### config.mk
export PLATFORM = sky130hd
export DESIGN_NAME = cnmt_node
export DESIGN_NICKNAME = d
export VERILOG_FILES = /design/src/cnmt_pkg.sv /design/src/cnmt_rx_decode.sv /design/src/cnmt_tx_arb.sv /design/src/cnmt_node.sv
export SDC_FILE = /design/constraint.sdc
export NUM_CORES = 1
export LEC_CHECK = 0
export ABC_AREA = 1
export BUFFER_PORTS_ARGS = -buffer_cell sky130_fd_sc_hd__buf_2
export CAP_MARGIN = 5
export CORE_MARGIN = 3
export CORE_UTILIZATION = 35
export DETAILED_ROUTE_END_ITERATION = 8
export HOLD_SLACK_MARGIN = 0.1
export PLACE_DENSITY = 0.6
export SLEW_MARGIN = 20
export SYNTH_ARGS = -nofsm -noshare
export SYNTH_HDL_FRONTEND = slang
export SYNTH_HIERARCHICAL = 1
export SYNTH_SLANG_ARGS = --single-unit
### constraint.sdc
create_clock -name clock -period 8.1 [get_ports clock]
set_input_delay 0 -clock clock [delete_from_list [all_inputs] [get_ports clock]]
set_output_delay 0 -clock clock [all_outputs]
set_load 0.01 [all_outputs]
### src/cnmt_pkg.sv
// Constants and types shared by the network-management node logic.
package cnmt_pkg;

   // Identifier bases; the node ID is added to the low seven bits.
   localparam logic [10:0] COB_NMT = 11'h000;
   localparam logic [10:0] EMCY_BASE = 11'h080;
   localparam logic [10:0] SDO_TX_BASE = 11'h580;
   localparam logic [10:0] SDO_RX_BASE = 11'h600;
   localparam logic [10:0] HB_BASE = 11'h700;

   // Reported state codes.
   localparam logic [7:0] CODE_INIT = 8'h00;
   localparam logic [7:0] CODE_PREOP = 8'h7f;
   localparam logic [7:0] CODE_OPER = 8'h05;
   localparam logic [7:0] CODE_STOP = 8'h04;

   // Command specifiers carried in the first byte of a node-control frame.
   localparam logic [7:0] CS_START = 8'h01;
   localparam logic [7:0] CS_STOP = 8'h02;
   localparam logic [7:0] CS_PREOP = 8'h80;
   localparam logic [7:0] CS_RST_NODE = 8'h81;
   localparam logic [7:0] CS_RST_COMM = 8'h82;

   // Values accepted on the local state write port.
   localparam logic [7:0] LOC_PREOP = 8'h7f;
   localparam logic [7:0] LOC_RST_NODE = 8'h80;
   localparam logic [7:0] LOC_RST_COMM = 8'h81;

   // Frame lengths and contents.
   localparam logic [3:0] NMT_DLC = 4'h2;
   localparam logic [3:0] BOOT_DLC = 4'h1;
   localparam logic [3:0] EMCY_DLC = 4'h8;
   localparam logic [7:0] BOOT_DATA = 8'h00;
   localparam logic [7:0] NODE_ALL = 8'h00;

   // Network-management states.
   typedef enum logic [1:0] {ST_INIT, ST_PREOP, ST_OPER, ST_STOP} cnmt_state_t;

endpackage : cnmt_pkg

### src/cnmt_rx_decode.sv
// Classifies a received frame as node control, service-data request or other traffic.
module cnmt_rx_decode (
   input wire logic [10:0] rx_id,
   input wire logic [3:0] rx_dlc,
   input wire logic [7:0] rx_data1,
   input wire logic [6:0] node_id,
   output logic nmt_hit,
   output logic sdo_hit,
   output logic other_hit
);

   logic addressed;

   assign addressed = (rx_data1 == cnmt_pkg::NODE_ALL) || (rx_data1 == {1'b0, node_id});

   assign nmt_hit = (rx_id == cnmt_pkg::COB_NMT) && (rx_dlc == cnmt_pkg::NMT_DLC) && addressed;

   assign sdo_hit = rx_id == (cnmt_pkg::SDO_RX_BASE | {4'h0, node_id});

   // Anything else not on the node-control identifier is process-data candidate traffic.
   assign other_hit = (rx_id != cnmt_pkg::COB_NMT) && !sdo_hit;

endmodule : cnmt_rx_decode

### src/cnmt_tx_arb.sv
// Chooses between two pending transmit requests by identifier value.
module cnmt_tx_arb (
   input wire logic req_a,
   input wire logic [10:0] id_a,
   input wire logic req_b,
   input wire logic [10:0] id_b,
   output logic grant,
   output logic pick_b,
   output logic [10:0] id
);

   assign pick_b = req_b && (!req_a || (id_b < id_a));
   assign grant = req_a || req_b;
   assign id = pick_b ? id_b : id_a;

endmodule : cnmt_tx_arb

### src/cnmt_node.sv
// Network-management state machine, identifier assignment and traffic gating of a node.

//Contract
// - Each object has a unique 11-bit identifier.
// - Numerically smallest identifier has priority and is sent first.
// - Node-control commands use fixed identifier zero.
// - Service-data responses on 0x580+node, requests on 0x600+node.
// - Emergency identifier defaults to 0x80+node and is configurable.
// - Boot-up frame on 0x700+node with one zero byte.
// - Power-up selection picks Stopped 4, Operational 5, Pre-Operational 127.
// - State reported as code: 0, 127, 5, 4.
// - Decode Start 1, Stop 2, Pre-Op 128, Reset Node 129, Reset Comm 130.
// - Local writes 127, 128, 129 act like the bus commands.
// - Pre-Operational blocks process data, serves service data.
// - Operational allows service data and process data.
// - Stopped ignores service and process data, obeys node control.
// - Invalid command specifier sends the node to Stopped.
// - Act on commands addressed to own ID or to zero.
// - Start moves Pre-Operational to Operational.
// - Stop moves Pre-Operational or Operational to Stopped.
// - Enter Pre-Operational from Operational or Stopped.
// - Reset Node goes to Initialization restoring all objects.
// - Reset Communication goes to Initialization restoring communication objects.
module cnmt_node (
   input wire logic clock,
   input wire logic rst,
   input wire logic [6:0] node_id,
   input wire logic [7:0] power_up_state_select,
   input wire logic local_state_wr,
   input wire logic [7:0] local_state_value,
   input wire logic emcy_id_wr,
   input wire logic [10:0] emcy_id_wdata,
   input wire logic emcy_req,
   input wire logic rx_valid,
   input wire logic [10:0] rx_id,
   input wire logic [3:0] rx_dlc,
   input wire logic [7:0] rx_data0,
   input wire logic [7:0] rx_data1,
   input wire logic tx_ready,
   output logic tx_valid,
   output logic [10:0] tx_id,
   output logic [3:0] tx_dlc,
   output logic [7:0] tx_data0,
   output logic [7:0] nmt_state_value,
   output logic sdo_enable,
   output logic pdo_enable,
   output logic sdo_req_valid,
   output logic pdo_rx_valid,
   output logic [10:0] sdo_rx_id,
   output logic [10:0] sdo_tx_id,
   output logic [10:0] emcy_id,
   output logic [10:0] hb_id,
   output logic app_restore,
   output logic comm_restore
);

   typedef struct packed {
      cnmt_pkg::cnmt_state_t state;
      logic [6:0] node_id;
      logic boot_pend;
      logic emcy_pend;
      logic tx_valid;
      logic tx_boot;
      logic [10:0] tx_id;
      logic [3:0] tx_dlc;
      logic [7:0] tx_data0;
      logic [7:0] nmt_state_value;
      logic sdo_enable;
      logic pdo_enable;
      logic sdo_req_valid;
      logic pdo_rx_valid;
      logic [10:0] sdo_rx_id;
      logic [10:0] sdo_tx_id;
      logic [10:0] emcy_id;
      logic [10:0] hb_id;
      logic app_restore;
      logic comm_restore;
   } cnmt_regs_t;

   cnmt_regs_t s;
   cnmt_regs_t next_s;

   logic dec_nmt;
   logic dec_sdo;
   logic dec_other;
   logic arb_grant;
   logic arb_pick_emcy;
   logic [10:0] arb_id;
   logic [6:0] live_node;
   logic live;
   logic cmd_ok;
   logic boot_done;

   // In Initialization the node ID is read fresh from the port, otherwise the latched copy.
   assign live_node = (s.state == cnmt_pkg::ST_INIT) ? node_id : s.node_id;
   assign live = (s.state == cnmt_pkg::ST_PREOP) || (s.state == cnmt_pkg::ST_OPER);
   assign cmd_ok = rx_valid && dec_nmt && (s.state != cnmt_pkg::ST_INIT);
   assign boot_done = s.tx_valid && tx_ready && s.tx_boot;

   cnmt_rx_decode u_dec (
      .rx_id(rx_id),
      .rx_dlc(rx_dlc),
      .rx_data1(rx_data1),
      .node_id(live_node),
      .nmt_hit(dec_nmt),
      .sdo_hit(dec_sdo),
      .other_hit(dec_other)
   );

   // Emergency frames compete only while the node may talk on the bus.
   cnmt_tx_arb u_arb (
      .req_a(s.boot_pend),
      .id_a(cnmt_pkg::HB_BASE | {4'h0, live_node}),
      .req_b(s.emcy_pend && live),
      .id_b(s.emcy_id),
      .grant(arb_grant),
      .pick_b(arb_pick_emcy),
      .id(arb_id)
   );

   // Maps a power-up selection to the state entered after boot-up.
   function automatic cnmt_pkg::cnmt_state_t power_up_target(input logic [7:0] sel);
      cnmt_pkg::cnmt_state_t t;
      t = cnmt_pkg::ST_PREOP;
      if (sel == cnmt_pkg::CODE_STOP) begin
         t = cnmt_pkg::ST_STOP;
      end else if (sel == cnmt_pkg::CODE_OPER) begin
         t = cnmt_pkg::ST_OPER;
      end
      return t;
   endfunction : power_up_target

   // Maps a state to its reported code.
   function automatic logic [7:0] state_code(input cnmt_pkg::cnmt_state_t st);
      logic [7:0] c;
      c = cnmt_pkg::CODE_INIT;
      unique case (st)
         cnmt_pkg::ST_INIT: c = cnmt_pkg::CODE_INIT;
         cnmt_pkg::ST_PREOP: c = cnmt_pkg::CODE_PREOP;
         cnmt_pkg::ST_OPER: c = cnmt_pkg::CODE_OPER;
         cnmt_pkg::ST_STOP: c = cnmt_pkg::CODE_STOP;
      endcase
      return c;
   endfunction : state_code

   // Computes the whole next state of the node.
   always_comb begin
      logic go_init;
      logic node_rst;
      go_init = 1'b0;
      node_rst = 1'b0;
      next_s = s;
      next_s.app_restore = 1'b0;
      next_s.comm_restore = 1'b0;
      next_s.sdo_req_valid = 1'b0;
      next_s.pdo_rx_valid = 1'b0;

      // Transmit slot: retire on acceptance, then reload from the arbiter.
      if (s.tx_valid && tx_ready) begin
         next_s.tx_valid = 1'b0;
      end
      if (!next_s.tx_valid && arb_grant) begin
         next_s.tx_valid = 1'b1;
         next_s.tx_id = arb_id;
         next_s.tx_boot = !arb_pick_emcy;
         if (arb_pick_emcy) begin
            next_s.emcy_pend = 1'b0;
            next_s.tx_dlc = cnmt_pkg::EMCY_DLC;
            next_s.tx_data0 = cnmt_pkg::BOOT_DATA;
         end else begin
            next_s.boot_pend = 1'b0;
            next_s.tx_dlc = cnmt_pkg::BOOT_DLC;
            next_s.tx_data0 = cnmt_pkg::BOOT_DATA;
         end
      end
      // A new emergency request wins over the clear of the same cycle.
      if (emcy_req && live) begin
         next_s.emcy_pend = 1'b1;
      end

      unique case (s.state)
         cnmt_pkg::ST_INIT: begin
            next_s.node_id = node_id;
            next_s.sdo_tx_id = cnmt_pkg::SDO_TX_BASE | {4'h0, node_id};
            next_s.sdo_rx_id = cnmt_pkg::SDO_RX_BASE | {4'h0, node_id};
            next_s.emcy_id = cnmt_pkg::EMCY_BASE | {4'h0, node_id};
            next_s.hb_id = cnmt_pkg::HB_BASE | {4'h0, node_id};
            if (boot_done) begin
               next_s.state = power_up_target(power_up_state_select);
            end
         end
         default: begin
            if (emcy_id_wr) begin
               next_s.emcy_id = emcy_id_wdata;
            end
            if (cmd_ok) begin
               if (rx_data0 == cnmt_pkg::CS_START) begin
                  if (s.state != cnmt_pkg::ST_OPER) begin
                     next_s.state = cnmt_pkg::ST_OPER;
                  end
               end else if (rx_data0 == cnmt_pkg::CS_STOP) begin
                  next_s.state = cnmt_pkg::ST_STOP;
               end else if (rx_data0 == cnmt_pkg::CS_PREOP) begin
                  next_s.state = cnmt_pkg::ST_PREOP;
               end else if (rx_data0 == cnmt_pkg::CS_RST_NODE) begin
                  go_init = 1'b1;
                  node_rst = 1'b1;
               end else if (rx_data0 == cnmt_pkg::CS_RST_COMM) begin
                  go_init = 1'b1;
               end else begin
                  next_s.state = cnmt_pkg::ST_STOP;
               end
            end else if (local_state_wr) begin
               if (local_state_value == cnmt_pkg::LOC_PREOP) begin
                  next_s.state = cnmt_pkg::ST_PREOP;
               end else if (local_state_value == cnmt_pkg::LOC_RST_NODE) begin
                  go_init = 1'b1;
                  node_rst = 1'b1;
               end else if (local_state_value == cnmt_pkg::LOC_RST_COMM) begin
                  go_init = 1'b1;
               end
            end
         end
      endcase

      if (go_init) begin
         next_s.state = cnmt_pkg::ST_INIT;
         next_s.comm_restore = 1'b1;
         next_s.app_restore = node_rst;
         next_s.boot_pend = 1'b1;
         next_s.emcy_pend = 1'b0;
      end

      // Traffic gating follows the state the frame arrived in.
      // service data in Pre-Operational and Operational
      next_s.sdo_req_valid = rx_valid && dec_sdo && live;
      next_s.pdo_rx_valid = rx_valid && dec_other && (s.state == cnmt_pkg::ST_OPER);

      // Level outputs reflect the state being entered.
      next_s.nmt_state_value = state_code(next_s.state);
      next_s.sdo_enable = (next_s.state == cnmt_pkg::ST_PREOP) ||
         (next_s.state == cnmt_pkg::ST_OPER);
      next_s.pdo_enable = next_s.state == cnmt_pkg::ST_OPER;
   end

   // Registers the whole state; reset starts in Initialization with a boot-up pending.
   always_ff @(posedge clock) begin
      if (rst) begin
         s <= '0;
         s.boot_pend <= 1'b1;
         s.nmt_state_value <= cnmt_pkg::CODE_INIT;
      end else begin
         s <= next_s;
      end
   end

   // Outputs come straight from the state register.
   assign tx_valid = s.tx_valid;
   assign tx_id = s.tx_id;
   assign tx_dlc = s.tx_dlc;
   assign tx_data0 = s.tx_data0;
   assign nmt_state_value = s.nmt_state_value;
   assign sdo_enable = s.sdo_enable;
   assign pdo_enable = s.pdo_enable;
   assign sdo_req_valid = s.sdo_req_valid;
   assign pdo_rx_valid = s.pdo_rx_valid;
   assign sdo_rx_id = s.sdo_rx_id;
   assign sdo_tx_id = s.sdo_tx_id;
   assign emcy_id = s.emcy_id;
   assign hb_id = s.hb_id;
   assign app_restore = s.app_restore;
   assign comm_restore = s.comm_restore;
endmodule : cnmt_node

**After elaboration in Yosys (flattened, before gate mapping)**

Cells that the tools add are included.

- Output and inout port bits: 82
- Register bits after elaboration: 77
- Bits of input ports: 72

- Magnitude comparators: 1
- Eq/ne operators: 19
- Multiplexer cells: 44
- Reductions and logical operators: 38
- Bitwise gates (word level): 2

Operators with widths:

| operator | count |
|---|---|
| 8-bit == test, second input constant | 5 |
| 8-bit case mux with 4 select lines | 1 |
| 2-bit two-way mux | 14 |
| 26-bit two-way mux | 1 |
| 1-bit two-way mux | 23 |
| 8-bit by 3-bit == test with 1-bit output, second input constant | 2 |
| 8-bit two-way mux | 2 |
| 1-bit logical AND | 15 |
| 12-bit two-way mux | 1 |
| 11-bit == test | 1 |
| 11-bit zero test | 1 |
| 11-bit < comparator | 1 |
| 11-bit two-way mux | 1 |
| 11-bit nonzero test | 1 |
| 8-bit by 1-bit == test with 1-bit output, second input constant | 1 |
| 8-bit by 2-bit == test with 1-bit output, second input constant | 1 |
| 8-bit by 7-bit == test with 1-bit output | 1 |
| 8-bit by 7-bit == test with 1-bit output, second input constant | 1 |
| 8-bit zero test | 1 |
| 2-bit nonzero test | 4 |
| 7-bit two-way mux | 1 |
| 2-bit == test, second input constant | 3 |
| 1-bit logical OR | 5 |
| 2-bit by 1-bit == test with 1-bit output, second input constant | 2 |
| other kinds (8) | 15 |

**Logic depth before layout (Yosys ltp)**

Gate-level depths: netlist of the first run.

- Depth after elaboration: 12
- Mapped depth: 24
- Gate-level depth less buffers: 23

**By module**

Netlist of the first run, hierarchy kept.

Modules (own cells, without submodules):

| module | area an instance (µm²) | cells an instance | instances | seq. area each (µm²) |
|---|---|---|---|---|
| cnmt_node | 2,844.0 | 398 | 1 | 1,041.0 |
| cnmt_tx_arb | 553.0 | 93 | 1 | 0.0 |
| cnmt_rx_decode | 336.6 | 77 | 1 | 0.0 |

**Least setup slack after synthesis of the first run**

No wires, ideal clock.

- Path type: reg2reg
- Start: register s[92] (netlist name)
- End: register nmt_state_value[0] (netlist name)
- Clock period less this slack: 2.702 ns
- Buffers on the path: 1
- Arrival: 2.573 ns
- Cell stages (with the launch flop): 24
- Path slack: 5.398 ns
- Cells stage by stage: dfxtp_1 > inv_1 > ha_1 > inv_2 > buf_2 > nand2_1 > nand2_1 > inv_1 > nand2_1 > nand2_1 > nor2_1 > nand2_1 > nor2_1 > nor2_1 > nor2_1 > nand2_2 > nor2_4 > nand2_1 > o21ai_1 > nand3_1 > nand2_2 > ha_1 > inv_1 > nor2_1

- Cells in the longest elaborated chain, start to end: 12
- Elaborated cells between the ends (all ways): 28
- Those cells by class: eq/ne: 5; mux: 16; reduce/logical: 7

Ends and longest elaborated chain:

| what | line | text |
|---|---|---|
| start: declaration | cnmt_node.sv:80 | `cnmt_regs_t s;` |
| start signal: assignment | cnmt_node.sv:253 | `s <= next_s;` |
| 2-bit zero test (*) | cnmt_node.sv:95 | `assign live_node = (s.state == cnmt_pkg::ST_INIT) ? node_id : s.node_id;` |
| 7-bit two-way mux (*) | - |  |
| via live_node[3] | cnmt_node.sv:89 | `logic [6:0] live_node;` |
| 8-bit by 7-bit == test with 1-bit output (*) | cnmt_rx_decode.sv:14 | `assign addressed = (rx_data1 == cnmt_pkg::NODE_ALL) \|\| (rx_data1 == {1'b0, node_id});` |
| 1-bit logical OR (*) | cnmt_rx_decode.sv:14 |  |
| 1-bit logical AND (*) | cnmt_rx_decode.sv:16 | `assign nmt_hit = (rx_id == cnmt_pkg::COB_NMT) && (rx_dlc == cnmt_pkg::NMT_DLC) && addressed;` |
| via dec_nmt | cnmt_node.sv:83 | `logic dec_nmt;` |
| 1-bit logical AND (*) (2 in series) | cnmt_node.sv:97 | `assign cmd_ok = rx_valid && dec_nmt && (s.state != cnmt_pkg::ST_INIT);` |
| 2-bit two-way mux or 1-bit two-way mux (tied branches) | cnmt_node.sv:196 | `if (cmd_ok) begin` |
| 2-bit two-way mux or 1-bit two-way mux (tied branches) | cnmt_node.sv:181 | `unique case (s.state)` |
| 2-bit two-way mux (*) | cnmt_node.sv:226 | `if (go_init) begin` |
| 2-bit == test (tied with other cells) | cnmt_node.sv:137 | `unique case (st)` |
| 8-bit case mux with 4 select lines (*) | cnmt_node.sv:137 |  |

The timed path passes the listed nets; every way through them passes the cells marked *. The select of a mux whose other input is x is not followed.
A chain may end at the register's enable or synchronous reset.

**Worst setup path in the final report of the first run**

- Start: register s[93] (netlist name)
- End: register nmt_state_value[0] (netlist name)

- Cells in the longest elaborated chain, start to end: 12
- Elaborated cells between the ends (all ways): 28
- Those cells by class: eq/ne: 5; mux: 16; reduce/logical: 7

Ends and longest elaborated chain:

| what | line |
|---|---|
| 2-bit zero test (*) | cnmt_node.sv:95 |
| 7-bit two-way mux (*) | - |
| via live_node[5] | cnmt_node.sv:89 |
| 8-bit by 7-bit == test with 1-bit output (*) | cnmt_rx_decode.sv:14 |
| 1-bit logical OR (*) | cnmt_rx_decode.sv:14 |
| 1-bit logical AND (*) | cnmt_rx_decode.sv:16 |
| via dec_nmt | cnmt_node.sv:83 |
| 1-bit logical AND (*) (2 in series) | cnmt_node.sv:97 |
| 2-bit two-way mux or 1-bit two-way mux (tied branches) | cnmt_node.sv:196 |
| 2-bit two-way mux or 1-bit two-way mux (tied branches) | cnmt_node.sv:181 |
| 2-bit two-way mux (*) | cnmt_node.sv:226 |
| 2-bit == test (tied with other cells) | cnmt_node.sv:137 |
| 8-bit case mux with 4 select lines (*) | cnmt_node.sv:137 |

Marked as above.

==> results of run 1 <==
==> critical path: stages (launching register included) <==
cell and delay [ps]:
dfxtp_1 340, inv_1 80, ha_1 550, inv_2 350
nand2_1 170, nand2_1 210, nand2_1 130, nand2_1 50
nor2_1 110, nand2_1 60, nor2_1 80, nor2_1 60
nor2_1 110, nand2_2 100, nor2_4 190, nand2_1 80
o21ai_1 130, nand3_1 110, nand2_2 120, ha_1 240
inv_1 50, nor2_1 30
==> final cells by class <==
class                   count  area [um2]
inverters                  74         278
fillers                  1117        6010
clock inverters             1        7.51
well taps                 136         170
clock buffers               7        86.3
multi-input cells         373        1830
repair buffers            163         941
flip-flops and latches     52        1040
==> worst min-delay path by stage <==
| stage | startpoint | endpoint | slack, ps | cells after the start |
|---|---|---|---|---|
| finish | emcy_id_wdata[6] | emcy_id[6]$_SDFFE_PP0P_ | 110 | 5 |
| global placement | emcy_id_wdata[10] | emcy_id[10]$_SDFFE_PP0P_ | 250 | 3 |
| global route | emcy_id_wdata[4] | emcy_id[4]$_SDFFE_PP0P_ | 110 | 5 |
| CTS | emcy_id_wdata[6] | emcy_id[6]$_SDFFE_PP0P_ | 100 | 5 |
| detailed placement | emcy_id_wdata[10] | emcy_id[10]$_SDFFE_PP0P_ | 260 | 3 |
| floorplan | rx_valid | pdo_rx_valid$_SDFF_PP0_ | 130 | 2 |
==> power breakdown <==
part	internal, mW	switching, mW
clock network	0.0696	0.0835
registers	0.284	0.0227
logic	0.0982	0.154
==> stage by stage <==
stage | hold WS [ps] | utilization | std cells
6_report | 109 | 0.420 | 806
5_1_grt | 115 | 0.420 | 806
4_1_cts | 101 | 0.420 | 806
3_5_place_dp | 262 | 0.387 | 773
3_3_place_gp | 254 | 0.387 | 773
2_1_floorplan | 126 | - | 589
==> logic make-up (layout without fill, tap and decap cells) <==
family	after synthesis	after routing	share of synthesized area
buffers and inverters	164	245	0.251
xor gates and xnor gates	4	4	0.00939
adders and majority gates	15	15	0.0503
other	2	23	0.00201
DFF	52	52	0.279
AOI/OAI and AO/OA	62	62	0.0868
and+or+nand+nor	269	269	0.321
==> layout by cell type, fill, tap and decap left out, drive strengths merged, types with 15 or more instances in the layout <==
cell type    instances
ha                  15
dfxtp               52
o21ai               19
conb                23
nand3               27
nor2                79
buf                138
inv                 73
a21oi               38
nand2              152
dlygate4sd3         25
==> metal layers <==
metal,wire (um),up-vias,share of wire,global-route usage
li1,-,1845,-,-
met1,4240,1485,0.44,0.199
met2,4860,109,0.50,0.288
met3,504,4,0.052,0.0249
met4,38,0,0.0039,0.0223
met5,0,-,0,0
==> state kept, by name, indices dropped and copies added, names as in the netlist, 2 cells and up <==
signal and cells:
emcy_id 11, nmt_state_value 3, s 11, sdo_rx_id 8, tx_dlc 2, tx_id 11
==> timing repair <==
| action | CTS | global route |
|---|---|---|
| hold endpoints to repair | 26 | 0 |
| setup buffers | 0 | 0 |
| resized for setup | 0 | 0 |
| hold buffers | 25 | 0 |
==> flow_summary.yaml, run 1 <==
yosys:
  yosys_warnings: 6
  synth_cells: 568
  synth_top_cells_by_area: "dfxtp_1, buf_4, nand2_1"
  synth_edf_count: 0
  synth_top_area_share: 0.279
  synth_top_area_cell: "dfxtp_1"
  synthesis.area_mm2: 0.00373
  synth_ff_type: "dfxtp_1"
  yosys-top-cells-count: "nand2_1, buf_4, nor2_1, inv_1, dfxtp_1"
  synthArstFlopShare: 0
  seq_area_frac_synth: 0.279
  synth_area_per_cell_um2: 6.57
  synth_cell_types: 35
  synth_seq_cells: 52
  yosys.cell_count.top_type: "nand2_1"
clock_network:
  cts_buffers: 5
  cts.clk_slew.worst_paths_ps: 90
  cts_root_buffer: "clkbuf_8"
  cts_tree: "done"
  clock_latency_ps: 300
  clock_path_buffers: 2
  clock_sinks: 52
  cts_max_level: 2
global_routing:
  grt_max_degree: 37
  gr-total-overflow: 0
  grt_pass1_wl_mm: 14.9
  grt_pass1_vias: 3210
  track_usage: 0.158
  antenna_found_initial: 0
timing:
  final-setup-viol-count: 0
  tns_ps: 0
  fin_crit_sh: 0.432
  slew_headroom: 0.468
  finClkSkew_ps: 4.89
  maxSlewViolCount: 0
  fin_crit_ps: 3500
  setup_slack_ps: 4600
  grt_setup_unrepaired: "no"
  tightest_slew_ps: 794
  fmax_mhz: 286
  final-hold-violation-count: 0
placed_design:
  dp_hpwl_mm: 7.65
  port_buffers: 138
  gp_congestion: 0.849
  pre_cts_ws_ps: 4640
  placed_cell_area_mm2: 0.00401
floorplanning:
  initial_core_util: 0.360
  ioPinCount: 154
  core_area_mm2: 0.0104
  die_x_um: 109
  row_count: 37
  fp.dieH_um: 109
  dieArea_mm2: 0.0119
setup_path:
  cp_max_fo: 24
  worstPathArrival_ps: 3670
  startpoint: "s[93]$_SDFF_PP0_"
  reg2reg_depth: 21
  r2r-start: "s[93]$_SDFF_PP0_"
  required_ps: 8270
  critPathKind: "register to register"
  crit_path_end_kind: "register"
  r2r_slack_ps: 4600
  r2r_end: "nmt_state_value[0]$_SDFF_PP0_"
  crit_path_start_kind: "register"
  crit_end: "nmt_state_value[0]$_SDFF_PP0_"
pwr:
  ir_worst_vdd_mv: 0.0864
  power_density_mw_per_mm2: 163
  p_leak_nw: 2.40
  finalPower_mw: 0.711
route:
  viasPerCell: 4.27
  wl_per_cell_um: 12.0
  drc_errors: 0
  drt_iter0_drc: 156
  drt_wl_total_mm: 9.65
  ant_nets: 0
  vias: 3443
  drtPass1Iterations: 4
layout:
  area_growth_pct: 16.7
  drive_above_1_share: 0.285
  n_antenna_cell: 0
  fin_nets: 756
  final_area_mm2: 0.00436
outcome:
  run_status: "completed"
job:
  maxCapViolCount: 0
min_path:
  min_path_type: "input pin to register"
Power figures use the tool's default switching activity.
==> run 2, diff against run 1 <==
--- a/config.mk
+++ b/config.mk
@@ -5,14 +5,14 @@
 export SDC_FILE = /design/constraint.sdc
 export NUM_CORES = 1
 export LEC_CHECK = 0
-export ABC_AREA = 1
+export ABC_AREA = 0
 export BUFFER_PORTS_ARGS = -buffer_cell sky130_fd_sc_hd__buf_2
 export CAP_MARGIN = 5
 export CORE_MARGIN = 3
 export CORE_UTILIZATION = 35
 export DETAILED_ROUTE_END_ITERATION = 8
 export HOLD_SLACK_MARGIN = 0.1
-export PLACE_DENSITY = 0.6
+export PLACE_DENSITY = 0.61
 export SLEW_MARGIN = 20
 export SYNTH_ARGS = -nofsm -noshare
 export SYNTH_HDL_FRONTEND = slang
==> constraint.sdc (replaced) <==
create_clock -name clock -period 3.39 [get_ports clock]
set_input_delay 0 -clock clock [delete_from_list [all_inputs] [get_ports clock]]
set_output_delay 0 -clock clock [all_outputs]
set_load 0.01 [all_outputs]
==> run 2 against run 1 <==
Compared with the run above: register-to-register slack got worse by 4400 ps; sequential share of layout area increased by 0.78 points; synthesized area fell by 6.7%; via count down 13%; combinational power grew 140%; non-clock buffer count rose by 7; worst hold slack lost 1.4 ps; critical path depth is 7 lower; sequential power grew 130%; worst setup slack got worse by 4400 ps; first-iteration DRC count is 17% lower; routed wire length shrank 9.1%; critical path type unchanged.
==> flow_summary.yaml, run 2 <==
outcome:
  run_status: "completed"
yosys:
  synth_cells: 412
  synth_edf_count: 0
  synth_cell_types: 55
  synthArstFlopShare: 0
  seq_area_frac_synth: 0.299
  yosys-top-cells-count: "buf_4, dfxtp_1, nand2_1, a21oi_1, inv_1"
  synth_ff_type: "dfxtp_1"
  yosys.cell_count.top_type: "buf_4"
  synth_top_cells_by_area: "dfxtp_1, buf_4, ha_1"
  synthesis.area_mm2: 0.00348
  yosys_warnings: 6
  synth_area_per_cell_um2: 8.45
  synth_seq_cells: 52
  synth_top_area_share: 0.299
  synth_top_area_cell: "dfxtp_1"
clock_network:
  cts_root_buffer: "clkbuf_8"
  clock_sinks: 52
  clock_path_buffers: 2
  cts_tree: "done"
  clock_latency_ps: 310
  cts_max_level: 2
  cts.clk_slew.worst_paths_ps: 100
  cts_buffers: 5
  post_cts_buffers: 0
route:
  wl_per_cell_um: 13.5
  viasPerCell: 4.61
  drt_iter0_drc: 129
  drtPass1Iterations: 4
  drc_errors: 0
  drt_wl_total_mm: 8.77
  ant_nets: 0
  vias: 3004
setup_path:
  crit_path_start_kind: "register"
  worstPathArrival_ps: 3380
  crit_family: "simple AND/OR/NAND/NOR gates"
  crit_path_end_kind: "register"
  critPathKind: "register to register"
  path_common_cell: "ha_1"
  required_ps: 3560
  cp_max_fo: 25
  crit_slowest_cell: "or3_1"
  cpPeakStageDelay_ps: 410
  critPathBufInv: 2
  crit_chain: "inv_1 -> ha_1 -> buf_6 -> nand2_2 -> o21ai_1 -> xor2_1 -> nor4_1 -> nand2_1 -> a21oi_2 -> nand3b_1 -> o311a_1 -> or3_1 -> ha_1 -> nor2b_1"
timing:
  fmax_mhz: 311
  tns_ps: 0
  finClkSkew_ps: 12.4
  fin_crit_sh: 0.948
  maxSlewViolCount: 0
  final-setup-viol-count: 0
  tightest_slew_ps: 922
  fin_crit_ps: 3210
  grt_setup_unrepaired: "no"
  slew_headroom: 0.385
  final-hold-violation-count: 0
pwr:
  p_sw_mw: 0.589
  combPwrFrac: 0.344
  p_seq_frac: 0.406
  p_clk_frac: 0.250
  p_int_mw: 1.18
  power_density_mw_per_mm2: 420
  sw_frac_of_total: 0.333
  ir_worst_vdd_mv: 0.199
  p_leak_nw: 2.07
  finalPower_mw: 1.77
placed_design:
  port_buffers: 138
  gp_congestion: 0.806
  dp_hpwl_mm: 7.06
  placed_cell_area_mm2: 0.00389
floorplanning:
  fp.dieH_um: 106
  die_x_um: 106
  dieArea_mm2: 0.0112
  ioPinCount: 154
  initial_core_util: 0.368
  row_count: 35
  core_area_mm2: 0.00946
layout:
  final_common_cell: "buf_2"
  nFillCells: 984
  area_growth_pct: 21.1
  fin_nets: 608
  n_antenna_cell: 0
  final_area_mm2: 0.00422
  drive_above_1_share: 0.358
  final_cell_mix: "buf_2, dfxtp_1, a21oi_1, nand2_1"
global_routing:
  gr-total-overflow: 0
  use_met1: 0.198
  grt_max_degree: 51
  use_met2: 0.267
  track_usage: 0.154
  grt_busiest_layer: "met2"
  antenna_found_initial: 0
  grt_pass1_wl_mm: 14.1
  met3_usage: 0.0294
  grt_pass1_vias: 2954
min_path:
  min_path_type: "input pin to register"
job:
  maxCapViolCount: 0
==> run 2: cell count changes after synthesis, moves of 13 or more <==
| cell | delta |
|---|---|
| inv_1 | -41 |
| nand2_1 | -96 |
| nand2_2 | -24 |
| nor2_1 | -57 |
| nor2b_1 | +13 |
==> run 2: cells by family (layout without fill, tap and decap cells) <==
group	count (synthesis)	after routing	synth area share
AND/OR/NAND/NOR	130	130	0.208
flip-flops	52	52	0.299
multiplexers	21	21	0.0740
XOR/XNOR	15	15	0.0377
adder cells (fa/ha/maj)	15	15	0.0539
other	2	23	0.00216
buffers and inverters	112	201	0.204
AO/OA/AOI/OAI	65	65	0.122
==> run 2: path summary, 6_finish.rpt <==
check / slack, ps / end / startpoint / cells after the start
min: 110 / emcy_id[4]$_SDFFE_PP0P_ / emcy_id_wdata[4] / 4
min reg2reg: 460 / tx_dlc[3]$_SDFFE_PP0P_ / tx_dlc[3]$_SDFFE_PP0P_ / 2
max: 180 / nmt_state_value[0]$_SDFF_PP0_ / s[92]$_SDFF_PP0_ / 14
max reg2reg: 180 / nmt_state_value[0]$_SDFF_PP0_ / s[92]$_SDFF_PP0_ / 14
==> run 2: power by group through the flow <==
stage / clock (mW) / combinational [mW] / sequential (mW)
after floorplan: 0 / 0.476 / 0.723
after global placement: 0 / 0.575 / 0.733
after detailed placement: 0 / 0.586 / 0.735
after CTS: 0.453 / 0.604 / 0.721
after global routing: 0.480 / 0.675 / 0.730
final: 0.442 / 0.610 / 0.719
==> run 2: repair_timing <==
item                                   CTS  global route
gates resized for setup                  0            13
hold buffers                            19             0
endpoints found under the hold margin   20             0
setup endpoints to repair                0             5
==> run 2: cell type report <==
cell class	instances	area, um2	share of cell area
flip-flops and latches	52	1040	0.247
inverters	23	86.3	0.0205
well taps	129	161	0.0383
clock buffers	5	68.8	0.0163
repair buffers	170	982	0.233
clock inverters	3	46.3	0.0110
multi-input cells	269	1830	0.434
==> run 2: metal layers <==
layer,share of wire,routed length (um),up-vias
met3,0.062,542,8
met2,0.47,4130,100
met1,0.46,4020,1355
met5,0,0,-
met4,0.0082,72,0
li1,-,-,1541
==> run 2: per-stage QoR <==
| step | hold slack (ps) | utilization | setup WS [ps] | instances |
|---|---|---|---|---|
| floorplan | 149 | - | 163 | 433 |
| global placement | 244 | 0.411 | 96.1 | 624 |
| detailed placement | 248 | 0.411 | 39.7 | 624 |
| CTS | 107 | 0.443 | 25.0 | 651 |
| global route | 111 | 0.446 | 7.66 | 651 |
| finish | 107 | 0.446 | 178 | 651 |
==> run 2: worst reg2reg max path: stages, from the launching register on <==
cell      delay, ps
dfxtp_1         350
inv_1            70
ha_1            220
buf_6           180
nand2_2         100
o21ai_1         100
xor2_1          190
nor4_1          310
nand2_1         110
a21oi_2         180
nand3b_1        110
o311a_1         330
or3_1           410
ha_1            300
nor2b_1         120
==> run 3, diff against run 2 <==
--- a/config.mk
+++ b/config.mk
@@ -10,9 +10,10 @@
 export CAP_MARGIN = 5
 export CORE_MARGIN = 3
 export CORE_UTILIZATION = 35
+export CTS_BUF_LIST = sky130_fd_sc_hd__clkbuf_8
 export DETAILED_ROUTE_END_ITERATION = 8
 export HOLD_SLACK_MARGIN = 0.1
-export PLACE_DENSITY = 0.61
+export PLACE_DENSITY = 0.64
 export SLEW_MARGIN = 20
 export SYNTH_ARGS = -nofsm -noshare
 export SYNTH_HDL_FRONTEND = slang
==> constraint.sdc (replaced) <==
create_clock -name clock -period 2.75 [get_ports clock]
set_input_delay 0 -clock clock [delete_from_list [all_inputs] [get_ports clock]]
set_output_delay 0 -clock clock [all_outputs]
set_load 0.01 [all_outputs]
==> run 3 against run 2 <==
Compared with the run above: the flow now finishes with violations (setup timing); cell area up 12%; sequential cell count unchanged; cell count up 5.7%; fmax up 5.1%; via count up 7.9%; highest routed layer unchanged; critical path depth up 3.
==> flow_summary.yaml, run 3 (synthesis results as in run 2) <==
outcome:
  run_status: "finished with violations"
  violations: "setup timing"
route:
  drtPass1Iterations: 4
  vias: 3240
  viasPerCell: 4.71
  drt_iter0_drc: 58
  drt_wl_total_mm: 9.66
  drc_errors: 0
  wl_per_cell_um: 14.0
  ant_nets: 0
clock_network:
  clock_sinks: 52
  cts_max_level: 2
  cts.clk_slew.worst_paths_ps: 90
  clock_latency_ps: 290
  cts_root_buffer: "clkbuf_8"
  cts_buffers: 5
  cts_tree: "done"
  clock_path_buffers: 2
floorplanning:
  dieArea_mm2: 0.0112
  ioPinCount: 154
  initial_core_util: 0.368
  row_count: 35
  fp.dieH_um: 106
  die_x_um: 106
  core_area_mm2: 0.00946
setup_path:
  crit_end: "nmt_state_value[0]$_SDFF_PP0_"
  required_ps: 2900
  cp_max_fo: 5
  r2r_end: "nmt_state_value[0]$_SDFF_PP0_"
  cpPeakStageDelay_ps: 420
  r2r_slack_ps: -310
  critPathKind: "register to register"
  reg2reg_depth: 17
  crit_chain: "inv_2 -> ha_4 -> buf_12 -> buf_12 -> nand2_4 -> o21ai_4 -> xor2_1 -> nor4_2 -> nand2_1 -> a21oi_2 -> buf_4 -> nand2_4 -> nand4b_1 -> nand2_1 -> or3_4 -> ha_4 -> nor2b_1"
  worstPathArrival_ps: 3210
  crit_path_end_kind: "register"
  r2r-start: "s[93]$_SDFF_PP0_"
  startpoint: "s[93]$_SDFF_PP0_"
  crit_path_start_kind: "register"
  crit_slowest_cell: "or3_4"
layout:
  area_growth_pct: 35.3
  final_common_cell: "buf_2"
  n_antenna_cell: 0
  fin_nets: 646
  final_cell_mix: "buf_2, dfxtp_1, buf_4, a21oi_1, conb_1"
  nFillCells: 944
  fin_cells: 688
  drive_above_1_share: 0.454
timing:
  maxSlewViolCount: 0
  fin_crit_ps: 3060
  tns_ps: -3830
  fmax_mhz: 327
  fin_crit_sh: 1.11
  worst_hold_slack_ps: 112
  slew_headroom: 0.362
  grt_setup_unrepaired: "yes"
  final-hold-violation-count: 0
  final-setup-viol-count: 22
  setup_slack_ps: -308
  tightest_slew_ps: 957
  finClkSkew_ps: 3.04
placed_design:
  gp_congestion: 0.902
  dp_hpwl_mm: 7.47
  port_buffers: 138
  dpl.cell_count: 650
  pre_cts_ws_ps: -246
min_path:
  min_path_type: "input pin to register"
global_routing:
  grt_pass1_wl_mm: 15.4
  grt_max_degree: 51
  antenna_found_initial: 0
  grt_pass1_vias: 3199
  track_usage: 0.169
  gr-total-overflow: 0
pwr:
  p_leak_nw: 2.30
  power_density_mw_per_mm2: 482
  finalPower_mw: 2.27
  ir_worst_vdd_mv: 0.235
job:
  maxCapViolCount: 0
==> run 3: timing repair <==
item | 4_1_cts | 5_1_grt
pin swaps | 15 | 9
setup endpoints to repair | 21 | 23
endpoints found under the hold margin | 15 | 0
resized for setup | 18 | 13
buffers inserted | 9 | 5
hold buffers | 17 | 0
==> run 3: worst max-delay path: cells and delay by family (launching register included) <==
family	cells	cell delay, ps
flip-flops	1	340
AND/OR/NAND/NOR	8	1280
XOR/XNOR	1	160
buffers and inverters	4	480
adder cells (fa/ha/maj)	2	400
AO/OA/AOI/OAI	2	250
==> run 3: per-layer routing <==
layer  wire [um]  up-vias  track usage
met5           0        -            0
li1            -     1603            -
met3         557       14       0.0337
met4         185        0       0.0555
met2        5120      102        0.313
met1        3790     1521        0.191
==> run 3: how the worst min path moves through the flow <==
stage                           from                        end  slack [ps]  depth (start not counted)
finish              emcy_id_wdata[4]    emcy_id[4]$_SDFFE_PP0P_         110                          4
global route              node_id[5]  sdo_rx_id[5]$_SDFFE_PP0P_         110                          4
CTS                      rx_data0[3]     app_restore$_SDFF_PP0_         100                          4
detailed placement  emcy_id_wdata[7]    emcy_id[7]$_SDFFE_PP0P_         260                          3
global placement    emcy_id_wdata[7]    emcy_id[7]$_SDFFE_PP0P_         240                          3
floorplan           emcy_id_wdata[7]    emcy_id[7]$_SDFFE_PP0P_         150                          2
==> run 3: metrics by stage <==
step	area, um2	util
3_5_place_dp	4200	0.444
5_1_grt	4710	0.498
3_3_place_gp	4200	0.444
6_report	4710	0.498
2_1_floorplan	3690	-
4_1_cts	4600	0.486
==> run 3: report_power, final <==
group | internal (mW) | switching (mW)
combinational | 0.503 | 0.481
clock | 0.170 | 0.232
sequential | 0.830 | 0.0539
total | 1.50 | 0.767
==> run 3: final cells by class <==
cell class	count	area [um2]	share of cell area
clock buffer	5	68.8	0.0146
clock inverter	2	8.76	0.00186
inverter	23	86.3	0.0183
multi-input combinational	269	2040	0.434
sequential	52	1040	0.221
tap	129	161	0.0343
timing repair buffer	208	1300	0.276
